### config.mk
export PLATFORM = sky130hd
export DESIGN_NAME = aer_error_logging_regs
export DESIGN_NICKNAME = d
export VERILOG_FILES = /design/src/design/aer_pkg.sv /design/src/design/aer_error_logging_regs.sv
export SDC_FILE = /design/constraint.sdc
export NUM_CORES = 1
export LEC_CHECK = 0
export BUFFER_PORTS_ARGS = -buffer_cell sky130_fd_sc_hd__buf_4
export CORE_MARGIN = 2
export CORE_UTILIZATION = 47
export DETAILED_ROUTE_END_ITERATION = 8
export PLACE_DENSITY = 0.76
export SYNTH_ARGS = -nofsm -noshare
export SYNTH_HDL_FRONTEND = slang
export SYNTH_SLANG_ARGS = --single-unit
export TNS_END_PERCENT = 30
### constraint.sdc
create_clock -name mclk_in -period 2.1 [get_ports mclk_in]
set_clock_uncertainty 0.15 [all_clocks]
set_input_delay 0.42 -clock mclk_in [delete_from_list [all_inputs] [get_ports mclk_in]]
set_output_delay 0.42 -clock mclk_in [all_outputs]
set_load 0.02 [all_outputs]
### src/design/aer_pkg.sv
package aer_pkg;

   // register byte offsets
   localparam logic [11:0] CORR_FLAGS_OFS = 12'h110;
   localparam logic [11:0] CORR_MASKS_OFS = 12'h114;
   localparam logic [11:0] ADV_CTRL_OFS = 12'h118;
   localparam logic [11:0] HDR_LOG0_OFS = 12'h11c;
   localparam logic [11:0] HDR_LOG1_OFS = 12'h120;
   localparam logic [11:0] HDR_LOG2_OFS = 12'h124;
   localparam logic [11:0] HDR_LOG3_OFS = 12'h128;
   localparam logic [11:0] SEC_FLAGS_OFS = 12'h12c;
   localparam logic [11:0] SEC_MASKS_OFS = 12'h130;
   localparam logic [11:0] SEC_SEV_OFS = 12'h134;
   localparam logic [11:0] SEC_CTRL_OFS = 12'h138;
   localparam logic [11:0] IRQ_STATUS_OFS = 12'h170;
   localparam logic [11:0] IRQ_MASK_OFS = 12'h174;

   // implemented bits and reset values
   localparam logic [31:0] CORR_IMPL = 32'h0000_11c1;
   localparam logic [31:0] CORR_FLAGS_RST = 32'h0000_0000;
   localparam logic [31:0] CORR_MASKS_RST = 32'h0000_0000;
   localparam logic [31:0] SEC_IMPL = 32'h0000_3fef;
   localparam logic [31:0] SEC_FLAGS_RST = 32'h0000_0000;
   localparam logic [31:0] SEC_MASKS_RST = 32'h0000_17a8;
   localparam logic [31:0] SEC_SEV_RST = 32'h0000_1340;
   localparam logic [4:0] FIRST_PTR_RST = 5'h00;
   localparam logic [127:0] HDR_LOG_RST = 128'h0;
   localparam logic [2:0] IRQ_IMPL = 3'h7;
   localparam logic [2:0] IRQ_STATUS_RST = 3'h0;
   localparam logic [2:0] IRQ_MASK_RST = 3'h0;

   // advanced control field positions
   localparam int FIRST_PTR_LSB = 0;
   localparam int FIRST_PTR_W = 5;
   localparam int ECRC_GEN_CAP_BIT = 5;
   localparam int ECRC_GEN_EN_BIT = 6;
   localparam int ECRC_CHK_CAP_BIT = 7;
   localparam int ECRC_CHK_EN_BIT = 8;

   // secondary flag positions fed by pins and internal logic
   localparam int SEC_PARITY_PIN_BIT = 11;
   localparam int SEC_SYSTEM_PIN_BIT = 12;
   localparam int SEC_INTERNAL_BIT = 13;

   // interrupt status bits
   localparam int IRQ_CORR_BIT = 0;
   localparam int IRQ_SEC_NONFATAL_BIT = 1;
   localparam int IRQ_SEC_FATAL_BIT = 2;

   typedef struct packed {
      logic [11:0] addr;
      logic [31:0] wdata;
      logic wr;
      logic rd;
   } reg_req_t;

   typedef struct packed {
      logic valid;
      logic [4:0] index;
      logic [127:0] header;
   } primary_error_t;

endpackage

### src/design/aer_error_logging_regs.sv
`timescale 1ns/1ps
`default_nettype none

module aer_error_logging_regs #(
   parameter int ADDR_W = 12
) (
   // clock and reset
   input wire logic mclk_in,
   input wire logic reset_n_in,
   // register port
   input wire aer_pkg::reg_req_t req_in,
   output logic [31:0] rdata_out,
   // error events, same clock
   input wire logic [31:0] corr_event_in,
   input wire logic [31:0] sec_event_in,
   input wire logic internal_error_in,
   input wire aer_pkg::primary_error_t primary_error_in,
   input wire logic primary_log_release_in,
   // secondary bus pins, asynchronous
   input wire logic parity_error_pin_low_in,
   input wire logic system_error_pin_low_in,
   // control outputs
   output logic ecrc_gen_enable_out,
   output logic ecrc_check_enable_out,
   output logic primary_log_held_out,
   output logic irq_out
);

   generate
      if (ADDR_W != 12)
      begin : g_addr_check
         $error("aer_error_logging_regs: ADDR_W must be 12");
      end
   endgenerate

   logic [31:0] corr_flags;
   logic [31:0] corr_masks;
   logic [4:0] first_ptr;
   logic ecrc_gen_en;
   logic ecrc_chk_en;
   logic [127:0] hdr_log;
   logic primary_held;
   logic [31:0] sec_flags;
   logic [31:0] sec_masks;
   logic [31:0] sec_sev;
   logic [4:0] sec_first_ptr;
   logic [2:0] irq_status;
   logic [2:0] irq_mask;
   logic [31:0] rdata;

   logic [2:0] parity_sync;
   logic [2:0] system_sync;

   logic wr_corr_flags;
   logic wr_corr_masks;
   logic wr_adv_ctrl;
   logic wr_sec_flags;
   logic wr_sec_masks;
   logic wr_sec_sev;
   logic wr_irq_mask;
   logic rd_irq_status;

   logic [31:0] corr_set;
   logic [31:0] sec_set;
   logic [31:0] sec_new_unmasked;
   logic sec_ptr_free;
   logic [2:0] irq_set;
   logic [31:0] adv_ctrl_word;
   logic [31:0] next_rdata;

   function automatic logic [4:0] lowest_index(input logic [31:0] vec);
      logic [4:0] idx;
      idx = 5'h00;
      for (int i = 31; i >= 0; i--)
      begin
         if (vec[i])
         begin
            idx = 5'(i);
         end
      end
      return idx;
   endfunction

   // pin synchronisers, stage 0 read only by stage 1
   always_ff @(posedge mclk_in)
   begin
      if (!reset_n_in)
      begin
         parity_sync <= 3'h7;
         system_sync <= 3'h7;
      end
      else
      begin
         parity_sync <= {parity_sync[1:0], parity_error_pin_low_in};
         system_sync <= {system_sync[1:0], system_error_pin_low_in};
      end
   end

   // write decode
   always_comb
   begin
      wr_corr_flags = 1'b0;
      wr_corr_masks = 1'b0;
      wr_adv_ctrl = 1'b0;
      wr_sec_flags = 1'b0;
      wr_sec_masks = 1'b0;
      wr_sec_sev = 1'b0;
      wr_irq_mask = 1'b0;
      if (!req_in.wr)
      begin
         wr_corr_flags = 1'b0;
      end
      else if (req_in.addr == aer_pkg::CORR_FLAGS_OFS)
      begin
         wr_corr_flags = 1'b1;
      end
      else if (req_in.addr == aer_pkg::CORR_MASKS_OFS)
      begin
         wr_corr_masks = 1'b1;
      end
      else if (req_in.addr == aer_pkg::ADV_CTRL_OFS)
      begin
         wr_adv_ctrl = 1'b1;
      end
      else if (req_in.addr == aer_pkg::SEC_FLAGS_OFS)
      begin
         wr_sec_flags = 1'b1;
      end
      else if (req_in.addr == aer_pkg::SEC_MASKS_OFS)
      begin
         wr_sec_masks = 1'b1;
      end
      else if (req_in.addr == aer_pkg::SEC_SEV_OFS)
      begin
         wr_sec_sev = 1'b1;
      end
      else if (req_in.addr == aer_pkg::IRQ_MASK_OFS)
      begin
         wr_irq_mask = 1'b1;
      end
   end

   assign rd_irq_status = req_in.rd && (req_in.addr == aer_pkg::IRQ_STATUS_OFS);

   // event collection
   always_comb
   begin
      corr_set = corr_event_in & aer_pkg::CORR_IMPL;
      sec_set = sec_event_in;
      sec_set[aer_pkg::SEC_PARITY_PIN_BIT] = parity_sync[2] & ~parity_sync[1];
      sec_set[aer_pkg::SEC_SYSTEM_PIN_BIT] = system_sync[2] & ~system_sync[1];
      sec_set[aer_pkg::SEC_INTERNAL_BIT] = internal_error_in;
      sec_set = sec_set & aer_pkg::SEC_IMPL;
      sec_new_unmasked = sec_set & ~sec_masks;
      sec_ptr_free = ((sec_flags & ~sec_masks) == 32'h0000_0000);
   end

   // correctable flags, set wins over clear
   always_ff @(posedge mclk_in)
   begin
      if (!reset_n_in)
      begin
         corr_flags <= aer_pkg::CORR_FLAGS_RST;
      end
      else
      begin
         corr_flags <= ((corr_flags & ~(wr_corr_flags ? req_in.wdata : 32'h0000_0000))
            | corr_set) & aer_pkg::CORR_IMPL;
      end
   end

   // correctable masks
   always_ff @(posedge mclk_in)
   begin
      if (!reset_n_in)
      begin
         corr_masks <= aer_pkg::CORR_MASKS_RST;
      end
      else if (wr_corr_masks)
      begin
         corr_masks <= req_in.wdata & aer_pkg::CORR_IMPL;
      end
   end

   // ecrc enables
   always_ff @(posedge mclk_in)
   begin
      if (!reset_n_in)
      begin
         ecrc_gen_en <= 1'b0;
         ecrc_chk_en <= 1'b0;
      end
      else if (wr_adv_ctrl)
      begin
         ecrc_gen_en <= req_in.wdata[aer_pkg::ECRC_GEN_EN_BIT];
         ecrc_chk_en <= req_in.wdata[aer_pkg::ECRC_CHK_EN_BIT];
      end
   end

   // primary first error pointer and header capture
   always_ff @(posedge mclk_in)
   begin
      if (!reset_n_in)
      begin
         first_ptr <= aer_pkg::FIRST_PTR_RST;
         hdr_log <= aer_pkg::HDR_LOG_RST;
         primary_held <= 1'b0;
      end
      else if (primary_error_in.valid && !primary_held)
      begin
         first_ptr <= primary_error_in.index;
         hdr_log <= primary_error_in.header;
         primary_held <= 1'b1;
      end
      else if (primary_log_release_in)
      begin
         primary_held <= 1'b0;
      end
   end

   // secondary flags, set wins over clear
   always_ff @(posedge mclk_in)
   begin
      if (!reset_n_in)
      begin
         sec_flags <= aer_pkg::SEC_FLAGS_RST;
      end
      else
      begin
         sec_flags <= ((sec_flags & ~(wr_sec_flags ? req_in.wdata : 32'h0000_0000))
            | sec_set) & aer_pkg::SEC_IMPL;
      end
   end

   // secondary masks and severity
   always_ff @(posedge mclk_in)
   begin
      if (!reset_n_in)
      begin
         sec_masks <= aer_pkg::SEC_MASKS_RST;
      end
      else if (wr_sec_masks)
      begin
         sec_masks <= req_in.wdata & aer_pkg::SEC_IMPL;
      end
   end

   always_ff @(posedge mclk_in)
   begin
      if (!reset_n_in)
      begin
         sec_sev <= aer_pkg::SEC_SEV_RST;
      end
      else if (wr_sec_sev)
      begin
         sec_sev <= req_in.wdata & aer_pkg::SEC_IMPL;
      end
   end

   // secondary first error pointer
   always_ff @(posedge mclk_in)
   begin
      if (!reset_n_in)
      begin
         sec_first_ptr <= aer_pkg::FIRST_PTR_RST;
      end
      else if (sec_ptr_free && (sec_new_unmasked != 32'h0000_0000))
      begin
         sec_first_ptr <= lowest_index(sec_new_unmasked);
      end
   end

   // interrupt status, clear on read, set wins
   always_comb
   begin
      irq_set = 3'h0;
      irq_set[aer_pkg::IRQ_CORR_BIT] = |(corr_set & ~corr_masks);
      irq_set[aer_pkg::IRQ_SEC_NONFATAL_BIT] = |(sec_new_unmasked & ~sec_sev);
      irq_set[aer_pkg::IRQ_SEC_FATAL_BIT] = |(sec_new_unmasked & sec_sev);
   end

   always_ff @(posedge mclk_in)
   begin
      if (!reset_n_in)
      begin
         irq_status <= aer_pkg::IRQ_STATUS_RST;
      end
      else
      begin
         irq_status <= ((rd_irq_status ? 3'h0 : irq_status) | irq_set) & aer_pkg::IRQ_IMPL;
      end
   end

   always_ff @(posedge mclk_in)
   begin
      if (!reset_n_in)
      begin
         irq_mask <= aer_pkg::IRQ_MASK_RST;
      end
      else if (wr_irq_mask)
      begin
         irq_mask <= req_in.wdata[2:0] & aer_pkg::IRQ_IMPL;
      end
   end

   // read mux
   always_comb
   begin
      adv_ctrl_word = 32'h0000_0000;
      adv_ctrl_word[aer_pkg::FIRST_PTR_LSB +: aer_pkg::FIRST_PTR_W] = first_ptr;
      adv_ctrl_word[aer_pkg::ECRC_GEN_CAP_BIT] = 1'b1;
      adv_ctrl_word[aer_pkg::ECRC_GEN_EN_BIT] = ecrc_gen_en;
      adv_ctrl_word[aer_pkg::ECRC_CHK_CAP_BIT] = 1'b1;
      adv_ctrl_word[aer_pkg::ECRC_CHK_EN_BIT] = ecrc_chk_en;
      next_rdata = 32'h0000_0000;
      if (!req_in.rd)
      begin
         next_rdata = 32'h0000_0000;
      end
      else if (req_in.addr == aer_pkg::CORR_FLAGS_OFS)
      begin
         next_rdata = corr_flags;
      end
      else if (req_in.addr == aer_pkg::CORR_MASKS_OFS)
      begin
         next_rdata = corr_masks;
      end
      else if (req_in.addr == aer_pkg::ADV_CTRL_OFS)
      begin
         next_rdata = adv_ctrl_word;
      end
      else if (req_in.addr == aer_pkg::HDR_LOG0_OFS)
      begin
         next_rdata = hdr_log[127:96];
      end
      else if (req_in.addr == aer_pkg::HDR_LOG1_OFS)
      begin
         next_rdata = hdr_log[95:64];
      end
      else if (req_in.addr == aer_pkg::HDR_LOG2_OFS)
      begin
         next_rdata = hdr_log[63:32];
      end
      else if (req_in.addr == aer_pkg::HDR_LOG3_OFS)
      begin
         next_rdata = hdr_log[31:0];
      end
      else if (req_in.addr == aer_pkg::SEC_FLAGS_OFS)
      begin
         next_rdata = sec_flags;
      end
      else if (req_in.addr == aer_pkg::SEC_MASKS_OFS)
      begin
         next_rdata = sec_masks;
      end
      else if (req_in.addr == aer_pkg::SEC_SEV_OFS)
      begin
         next_rdata = sec_sev;
      end
      else if (req_in.addr == aer_pkg::SEC_CTRL_OFS)
      begin
         next_rdata = {27'h0, sec_first_ptr};
      end
      else if (req_in.addr == aer_pkg::IRQ_STATUS_OFS)
      begin
         next_rdata = {29'h0, irq_status};
      end
      else if (req_in.addr == aer_pkg::IRQ_MASK_OFS)
      begin
         next_rdata = {29'h0, irq_mask};
      end
   end

   always_ff @(posedge mclk_in)
   begin
      if (!reset_n_in)
      begin
         rdata <= 32'h0000_0000;
      end
      else
      begin
         rdata <= next_rdata;
      end
   end

   assign rdata_out = rdata;
   assign ecrc_gen_enable_out = ecrc_gen_en;
   assign ecrc_check_enable_out = ecrc_chk_en;
   assign primary_log_held_out = primary_held;
   assign irq_out = |(irq_status & irq_mask);

endmodule // aer_error_logging_regs

`default_nettype wire

; Word level (Yosys, flattened, before mapping)
; Index checks and enable logic that the tools add are counted.
[totals]
mem_bits_rw = 0
regBits = 234
latchBits = 0
inputBits = 250
n_memories = 0
elab_cells = 146
romBits = 0
out_inout_bits = 36
[op_classes]
n_eq_ne = 13
n_mux = 85
order_cmp = 0
n_addsub = 0
n_div = 0
bitwise_logic = 20
n_reduce_logical = 12
shift = 0
mul = 0
[ops]
columns = op, count
row1 = two-way mux 32 bit, 7
row2 = two-way mux 5 bit, 33
row3 = == test 12 x 9 -> 1 bit (second input constant), 13
row4 = OR reduction 32 bit, 3
row5 = AND 14 x 32 -> 32 bit, 2
row6 = inverter 14 -> 32 bit, 2
row7 = two-way mux 14 bit, 4
row8 = two-way mux 1 bit, 37
row9 = AND 13 x 32 -> 32 bit, 1
row10 = AND 32 x 14 -> 32 bit, 1
row11 = AND 32 bit, 1
row12 = logical NOT 32 bit, 1
row13 = inverter 13 -> 32 bit, 1
row14 = nonzero test 32 bit, 1
row15 = AND 14 bit, 1
row16 = inverter 14 bit, 1
row17 = bitwise OR 14 bit, 1
row18 = AND 13 bit, 1
row19 = two-way mux 13 bit, 1
row20 = inverter 13 bit, 1
row21 = bitwise OR 13 bit, 1
row22 = two-way mux 3 bit, 3
row23 = AND 3 bit, 1
row24 = logical AND 1 bit, 3
row25 = other kinds (7), 9

; Logic depth before layout (Yosys ltp)
; Gate-level depths: netlist of the first run.
[logic_depth]
ltp_word = 35
depth_mapped = 8
depth_no_buf = 6

; Worst setup path before layout of the first run
; Ideal clock, no wire load.
[synth_path]
path_type = input-to-reg
from = in req_in[40] in the netlist's numbering
to = reg rdata[7], in the netlist rdata_out[7]
setup_ps = 95
arrival_ps = 1902
path_slack_ps = -48
t_required_ps = 1855
path_stages = 8
path_buffers = 2
cell_sequence = buf_6 -> or4b_4 -> buf_6 -> nor2_8 -> nand3_4 -> o22ai_2 -> o31ai_1 -> a221oi_1
[synth_between]
elab_chain_len = 11
elab_cells_between_ends = 20
classes_between = eq/ne (10) / mux (10)
[synth_rtl]
columns = item, line
row1 = start: declaration, aer_error_logging_regs.sv:11  ; input wire aer_pkg::reg_req_t req_in,
row2 = == test 12 x 9 -> 1 bit, aer_error_logging_regs.sv:356  ; else if (req_in.addr == aer_pkg::SEC_SEV_OFS)
row3 = two-way mux 14 bit, aer_error_logging_regs.sv:356
row4 = two-way mux 14 bit, aer_error_logging_regs.sv:352  ; else if (req_in.addr == aer_pkg::SEC_MASKS_OFS)
row5 = two-way mux 14 bit, aer_error_logging_regs.sv:348  ; else if (req_in.addr == aer_pkg::SEC_FLAGS_OFS)
row6 = two-way mux 32 bit, aer_error_logging_regs.sv:344  ; else if (req_in.addr == aer_pkg::HDR_LOG3_OFS)
row7 = two-way mux 32 bit, aer_error_logging_regs.sv:340  ; else if (req_in.addr == aer_pkg::HDR_LOG2_OFS)
row8 = two-way mux 32 bit, aer_error_logging_regs.sv:336  ; else if (req_in.addr == aer_pkg::HDR_LOG1_OFS)
row9 = two-way mux 32 bit, aer_error_logging_regs.sv:332  ; else if (req_in.addr == aer_pkg::HDR_LOG0_OFS)
row10 = two-way mux 32 bit, aer_error_logging_regs.sv:328  ; else if (req_in.addr == aer_pkg::ADV_CTRL_OFS)
row11 = two-way mux 32 bit, aer_error_logging_regs.sv:324  ; else if (req_in.addr == aer_pkg::CORR_MASKS_OFS)
row12 = two-way mux 32 bit (*), aer_error_logging_regs.sv:320  ; else if (req_in.addr == aer_pkg::CORR_FLAGS_OFS)
row13 = end signal: assignment, aer_error_logging_regs.sv:382  ; rdata <= next_rdata;
row14 = end: declaration, aer_error_logging_regs.sv:49  ; logic [31:0] rdata;
; Every way passes the cells marked *; elsewhere a longest branch is shown, timed or not.
; A chain may end at the register's enable or synchronous reset.

; Final worst setup path of the first run
[layout_path]
from = reg irq_status[0]
to = out irq_out
[layout_between]
elab_chain_len = 2
[layout_rtl]
columns = item, line
row1 = start: declaration, aer_error_logging_regs.sv:47  ; logic [2:0] irq_status;
row2 = start signal: assignment, aer_error_logging_regs.sv:286  ; irq_status <= aer_pkg::IRQ_STATUS_RST;
row3 = start signal: assignment, aer_error_logging_regs.sv:290  ; irq_status <= ((rd_irq_status ? 3'h0 : irq_status) | irq_set) & aer_pkg::IRQ_IMPL;
row4 = AND 3 bit, aer_error_logging_regs.sv:390  ; assign irq_out = |(irq_status & irq_mask);
row5 = OR reduction 3 bit, aer_error_logging_regs.sv:390
row6 = end: declaration, aer_error_logging_regs.sv:26  ; output logic irq_out
; Every way passes these cells.

==> metrics.cfg, run 1 <==
[floorplanning]
rows = 53
die_x_um = 151
die_area_um2 = 22700
fp.coreArea_um2 = 21100
initial_core_util = 0.479
io_pins = 286
die_y_um = 151

[worst_setup_path]
cp_cell_sequence = a222oi_1 -> inv_1 -> buf_4
cp_max_fo = 3
path_class = flop to output pin
r2r-start = sec_masks[13]
rr_worst_depth = 7
cp.required_ns = 1.53
crit_arrival_ns = 1.49
startpoint_type = flop
r2r_end = sec_first_ptr[0]
end_kind = output pin
reg2reg_setup_slack_ns = 0.05
cpPeakStageDelay_ns = 0.39
critPathLaunch = irq_status[0]
cp_slowest_cell = a222oi_1

[routing]
met2WireLength_um = 19600
first_pass_iters = 7
wl_met3_um = 3390
drtIter0Drc = 909
top_layer_used = met4
wl_met1_um = 15500
drc = 0
viasPerCell = 5.78
wl_per_cell_um = 20.1
num_vias = 11600
drtAntennaViolNets = 0
routed_wl_um = 40200

[clock_tree]
cts.sinks = 233
cts_tree = built
clock_latency_ns = 0.54
clkSlewWorstSetupHoldPaths_ns = 0.06
cts_root_buf = clkbuf_16
cts_max_path_buffers = 3
numCtsBuffers = 25
cts.htree.levels = 1

[cells_and_area]
area_growth_pct = 50.6
multi_input_area_um2 = 5000
drive_above_1_share = 0.246
fillers = 1547
finalNetCount = 1956
finalNonFillerCells = 2001
seqCellArea_um2 = 4670

[synth]
syn_nets = 1528
synth_cells = 1278
synth-seq-cells = 233
syn_area_um2 = 10100
yosysMostFrequentCell = nand2_1
yosys.area.top_type_share = 0.462
synth_area_leaders = dfxtp_1, nand2_1, a21oi_1
synth_edf_count = 0
synth_top_cells_by_count = nand2_1, dfxtp_1, a21oi_1
synthFlopType = dfxtp_1
postSynthAreaPerCell_um2 = 7.90
yosys.area.top_type = dfxtp_1
seq_area_frac_synth = 0.462
async_reset_ff_frac = 0
yosysWarningCount = 0
synth.distinct_cells = 80

[global_route]
grt_overflow_total = 0
grt_first_pass_wirelength_um = 60900
antenna_found_initial = 1
grt_pass1_vias = 11500
track_usage = 0.344
grt_max_degree = 99

[placement]
place_inst = 1805
gp_congestion = 0.952
port_buffers = 217
dp_hpwl_um = 25800

[hold_path]
holdCritPathClass = input pin to flop
whs_path_depth = 2
hold_end = parity_sync[0]
worstHoldStart = parity_error_pin_low_in

[sta]
timing.final.crit_period_ns = 2.06
finalHoldViolCount = 0
slew_headroom = 0.576
maxSlewViolCount = 0
post-route-period-util = 0.983
worstMarginPinSlew_ns = 0.620
rsz0062_at_grt = false
fmax_mhz = 485
whs_ns = 0.00746
finalSetupViolCount = 0

[power]
post-layout-total-power_uw = 10600
pwr_density_cell_nw_per_um2 = 700
p_leak_uw = 0.00625
ir_worst_vdd_v = 0.000576

[outcome]
outcome = completed

[job]
drv_cap = 0

report_power, final:
part | leakage, µW | switching (µW) | internal [µW] | total, µW
sequential | 0.00191 | 125 | 4610 | 4730
clock | 0.000416 | 1890 | 2620 | 4510
combinational | 0.00393 | 689 | 714 | 1400
repair_timing:
action                     CTS  global route
hold buffers               147             0
buffers inserted             0             2
gates resized for setup      0            13
pin swaps                    1             5
hold endpoints to repair   154             0
setup endpoints to repair    1             3
routing by layer:
layer / global-route usage / vias up
met5: 0 / -
met3: 0.0652 / 142
met4: 0.137 / 0
li1: - / 5301
met1: 0.416 / 5438
met2: 0.600 / 692
area by class of cell:
cell class | count | share of cell area
clock buffers | 39 | 0.0498
multi-input cells | 922 | 0.329
clock inverters | 7 | 0.00518
repair buffers | 489 | 0.278
well taps | 275 | 0.0226
diodes | 1 | 0.000164
inverters | 35 | 0.00880
flip-flops and latches | 233 | 0.307
metrics by stage:
| stage | util | cell area, µm² | TNS (ns) | setup slack (ns) |
|---|---|---|---|---|
| 6_report | 0.721 | 15200 | 0 | 0.0364 |
| 5_1_grt | 0.721 | 15200 | 0 | 0.00282 |
| 3_3_place_gp | 0.608 | 12800 | -12.34 | -0.246 |
| 4_1_cts | 0.718 | 15100 | 0 | 0.0349 |
| 3_5_place_dp | 0.608 | 12800 | -14.10 | -0.289 |
| 2_1_floorplan | - | 10100 | -0.0422 | -0.0192 |
state kept, by name, summed over array words and instances (netlist names):
name                   cells
primary_log_held_out       1
corr_masks                 5
sec_first_ptr              4
first_ptr                  5
parity_sync                3
sec_flags                 13
irq_mask                   3
sec_sev                   13
rdata_out                 32
ecrc_check_enable_out      1
irq_status                 3
system_sync                3
sec_masks                 13
corr_flags                 5
ecrc_gen_enable_out        1
hdr_log                  128
worst max-delay path, delay by kind of cell (launching register included):
kind	cells	cell delay, ns
compound gates	1	0.39
buf+inv	2	0.23
flops	1	0.33
worst max path at each step:
stage	endpoint	slack, ns
2_1_floorplan	rdata_out[7]	-0.02
3_3_place_gp	rdata_out[10]	-0.25
3_5_place_dp	rdata_out[10]	-0.29
4_1_cts	sec_first_ptr[2]	0.03
5_1_grt	irq_out	0.003
6_report	irq_out	0.04
logic make-up (layout without fill, tap and decap cells):
group / count (synthesis) / after routing / share of synthesized area
muxes: 26 / 26 / 0.0275
other: 0 / 1 / 0
and+or+nand+nor: 527 / 527 / 0.237
DFF: 233 / 233 / 0.462
AOI/OAI and AO/OA: 369 / 369 / 0.222
buffers and inverters: 123 / 570 / 0.0513
cells in the final DEF, fill, tap and decap left out, drive strengths merged, types with 6 or more instances in the layout:
| master | count |
|---|---|
| nand2 | 361 |
| buf | 342 |
| dfxtp | 233 |
| a21oi | 196 |
| dlygate4sd3 | 147 |
| nor2 | 54 |
| a22oi | 47 |
| clkbuf | 39 |
| inv | 36 |
| o21ai | 28 |
| nand3 | 24 |
| nand2b | 22 |
| mux2i | 21 |
| a31oi | 16 |
| o22ai | 16 |
| nor2b | 16 |
| nor3 | 10 |
| nand4 | 9 |
| a211oi | 9 |
| a221oi | 7 |
| o211ai | 6 |
| a2111oi | 6 |
Power figures use the tool's default switching activity.
==> run 2, diff against run 1 <==
- CAP_MARGIN: default -> 20
- GPL_TIMING_DRIVEN: default -> 0
==> metrics.cfg, run 2 (synthesized netlist as in run 1, its figures left out) <==
[cells_and_area]
area_growth_pct = 40.9
multi_input_area_um2 = 5050  ; +1.0%
regMostFlops = hdr_log
drive_above_1_share = 0.224  ; -0.0223
finalNonFillerCells = 1936  ; -3.2%
fillers = 1750  ; +13%
finalNetCount = 1894  ; -3.2%
seqCellArea_um2 = 4680  ; +0.19%
post-route-util = 0.675  ; -0.0466
mostFrequentLayoutCells = nand2_1, buf_4, dfxtp_1, a21oi_1, dlygate4sd3_1
final_common_cell = nand2_1
largest_reg_flops = 128  ; unchanged

[routing]
routed_wl_um = 42500  ; +5.8%
wl_per_cell_um = 22.0  ; +9.4%
first_pass_iters = 6  ; -1
num_vias = 11400  ; -1.8%
drtAntennaViolNets = 0  ; unchanged
viasPerCell = 5.87  ; +1.5%
drtIter0Drc = 1066  ; +17%
drc = 0  ; unchanged

[floorplanning]
rows = 53  ; unchanged
initial_core_util = 0.479  ; unchanged
die_y_um = 151  ; unchanged
fp.coreArea_um2 = 21100  ; unchanged
die_x_um = 151  ; unchanged
die_area_um2 = 22700  ; unchanged
io_pins = 286  ; unchanged

[placement]
place_inst = 1770  ; -1.9%
dp_hpwl_um = 30300  ; +17%
gp_congestion = 0.985  ; +3.4%
port_buffers = 216  ; -0.46%

[sta]
maxSlewViolCount = 0  ; unchanged
timing.final.crit_period_ns = 2.19  ; +0.126 ns
rsz0062_at_grt = true
slew_headroom = 0.487  ; -0.0892
finalSetupViolCount = 2  ; +2
setup_slack_ns = -0.0898  ; -0.126 ns
whs_ns = -0.00375  ; -0.0112 ns
worstMarginPinSlew_ns = 0.770  ; +0.150 ns
finalHoldViolCount = 3  ; +3
fmax_mhz = 457  ; -5.8%
post-route-period-util = 1.04  ; +0.0601

[outcome]
violations = hold timing, setup timing
outcome = finished with violations

[global_route]
track_usage = 0.368  ; +0.0248
antenna_found_initial = 0  ; -1
grt_max_degree = 14  ; -86%
grt_overflow_total = 0  ; unchanged
grt_first_pass_wirelength_um = 63700  ; +4.6%
grt_pass1_vias = 11200  ; -2.5%

[worst_setup_path]
reg2reg_setup_slack_ns = 0.06  ; about the same
path_class = input pin to flop
cp.required_ns = 2.36  ; +0.83 ns
end_kind = flop
startpoint_type = input pin
crit_arrival_ns = 2.45  ; +0.96 ns
cp_max_fo = 10  ; +7

[power]
ir_worst_vdd_v = 0.000528  ; -8.3%
post-layout-total-power_uw = 10500  ; -1.7%
pwr_density_cell_nw_per_um2 = 735  ; +5.1%
p_leak_uw = 0.00575  ; -8.1%

[clock_tree]
numCtsBuffers = 25  ; unchanged
clock_latency_ns = 0.54  ; about the same
cts_root_buf = clkbuf_16
cts.htree.levels = 1  ; unchanged
cts_max_path_buffers = 3  ; unchanged
cts_tree = built
cts.sinks = 233  ; unchanged
clkSlewWorstSetupHoldPaths_ns = 0.06  ; about the same

[job]
drv_cap = 0  ; unchanged

[hold_path]
holdCritPathClass = input pin to flop

-- run 2: changes by cell type in the layout (fill, tap and decap cells not counted), sizes merged --
cell	delta
clkinv	+2
buf	-82
bufinv	+1
dlygate4sd3	-41
clkbuf	+55
-- run 2: cell type report --
| class | instances | area share |
|---|---|---|
| Tap cell | 275 | 0.0242 |
| Timing Repair Buffer | 340 | 0.198 |
| Clock inverter | 10 | 0.00756 |
| Multi-Input combinational cell | 922 | 0.355 |
| Inverter | 35 | 0.00923 |
| Sequential cell | 233 | 0.329 |
| Antenna cell | 1 | 0.000176 |
| Clock buffer | 33 | 0.0482 |
| Buffer | 87 | 0.0294 |
-- run 2: worst paths after layout --
path,cells past startpoint,to,start
worst max-delay path,9,rdata_out[7],req_in[40]
worst min-delay path,3,hdr_log[93],primary_error_in[93]
worst max register to register,9,sec_first_ptr[2],parity_sync[2]
worst min register to register,1,system_sync[1],system_sync[0]
-- run 2: routing by layer --
layer	share of wire	global-route usage	routed length (µm)	up-vias
met4	0.046	0.163	1940	0
met3	0.097	0.0685	4140	133
li1	-	-	-	5172
met1	0.39	0.475	16800	5363
met2	0.46	0.602	19700	692
met5	0	0	0	-
-- run 2: worst max-delay path, cell delays in order --
cell and delay, ns:
buf_4 0.12, buf_6 0.13, or4b_4 0.52, buf_6 0.16, nor2_8 0.23, nand3_4 0.14, o22ai_2 0.21, o31ai_1 0.13
a221oi_1 0.38
-- run 2: power breakdown --
part           internal, µW  switching, µW  total [µW]
combinational           604            724        1330
clock                  2530           1870        4400
sequential             4610            124        4730
-- run 2: through the flow --
step	TNS, ns	setup slack, ns	cell area (µm²)
2_1_floorplan	-0.0422	-0.0192	10100
3_3_place_gp	-68.58	-1.02	12100
3_5_place_dp	-67.07	-0.874	12100
4_1_cts	0	0.0152	14100
5_1_grt	-0.363	-0.112	14200
6_report	-0.101	-0.0898	14200
-- run 2: timing repair --
item                                    4_1_cts  5_1_grt
pin swaps                                     3       12
gates resized for setup                      24       41
hold endpoints to repair                    111        0
buffers inserted                              8        9
endpoints found under the setup margin      108      108
hold buffers                                106        0
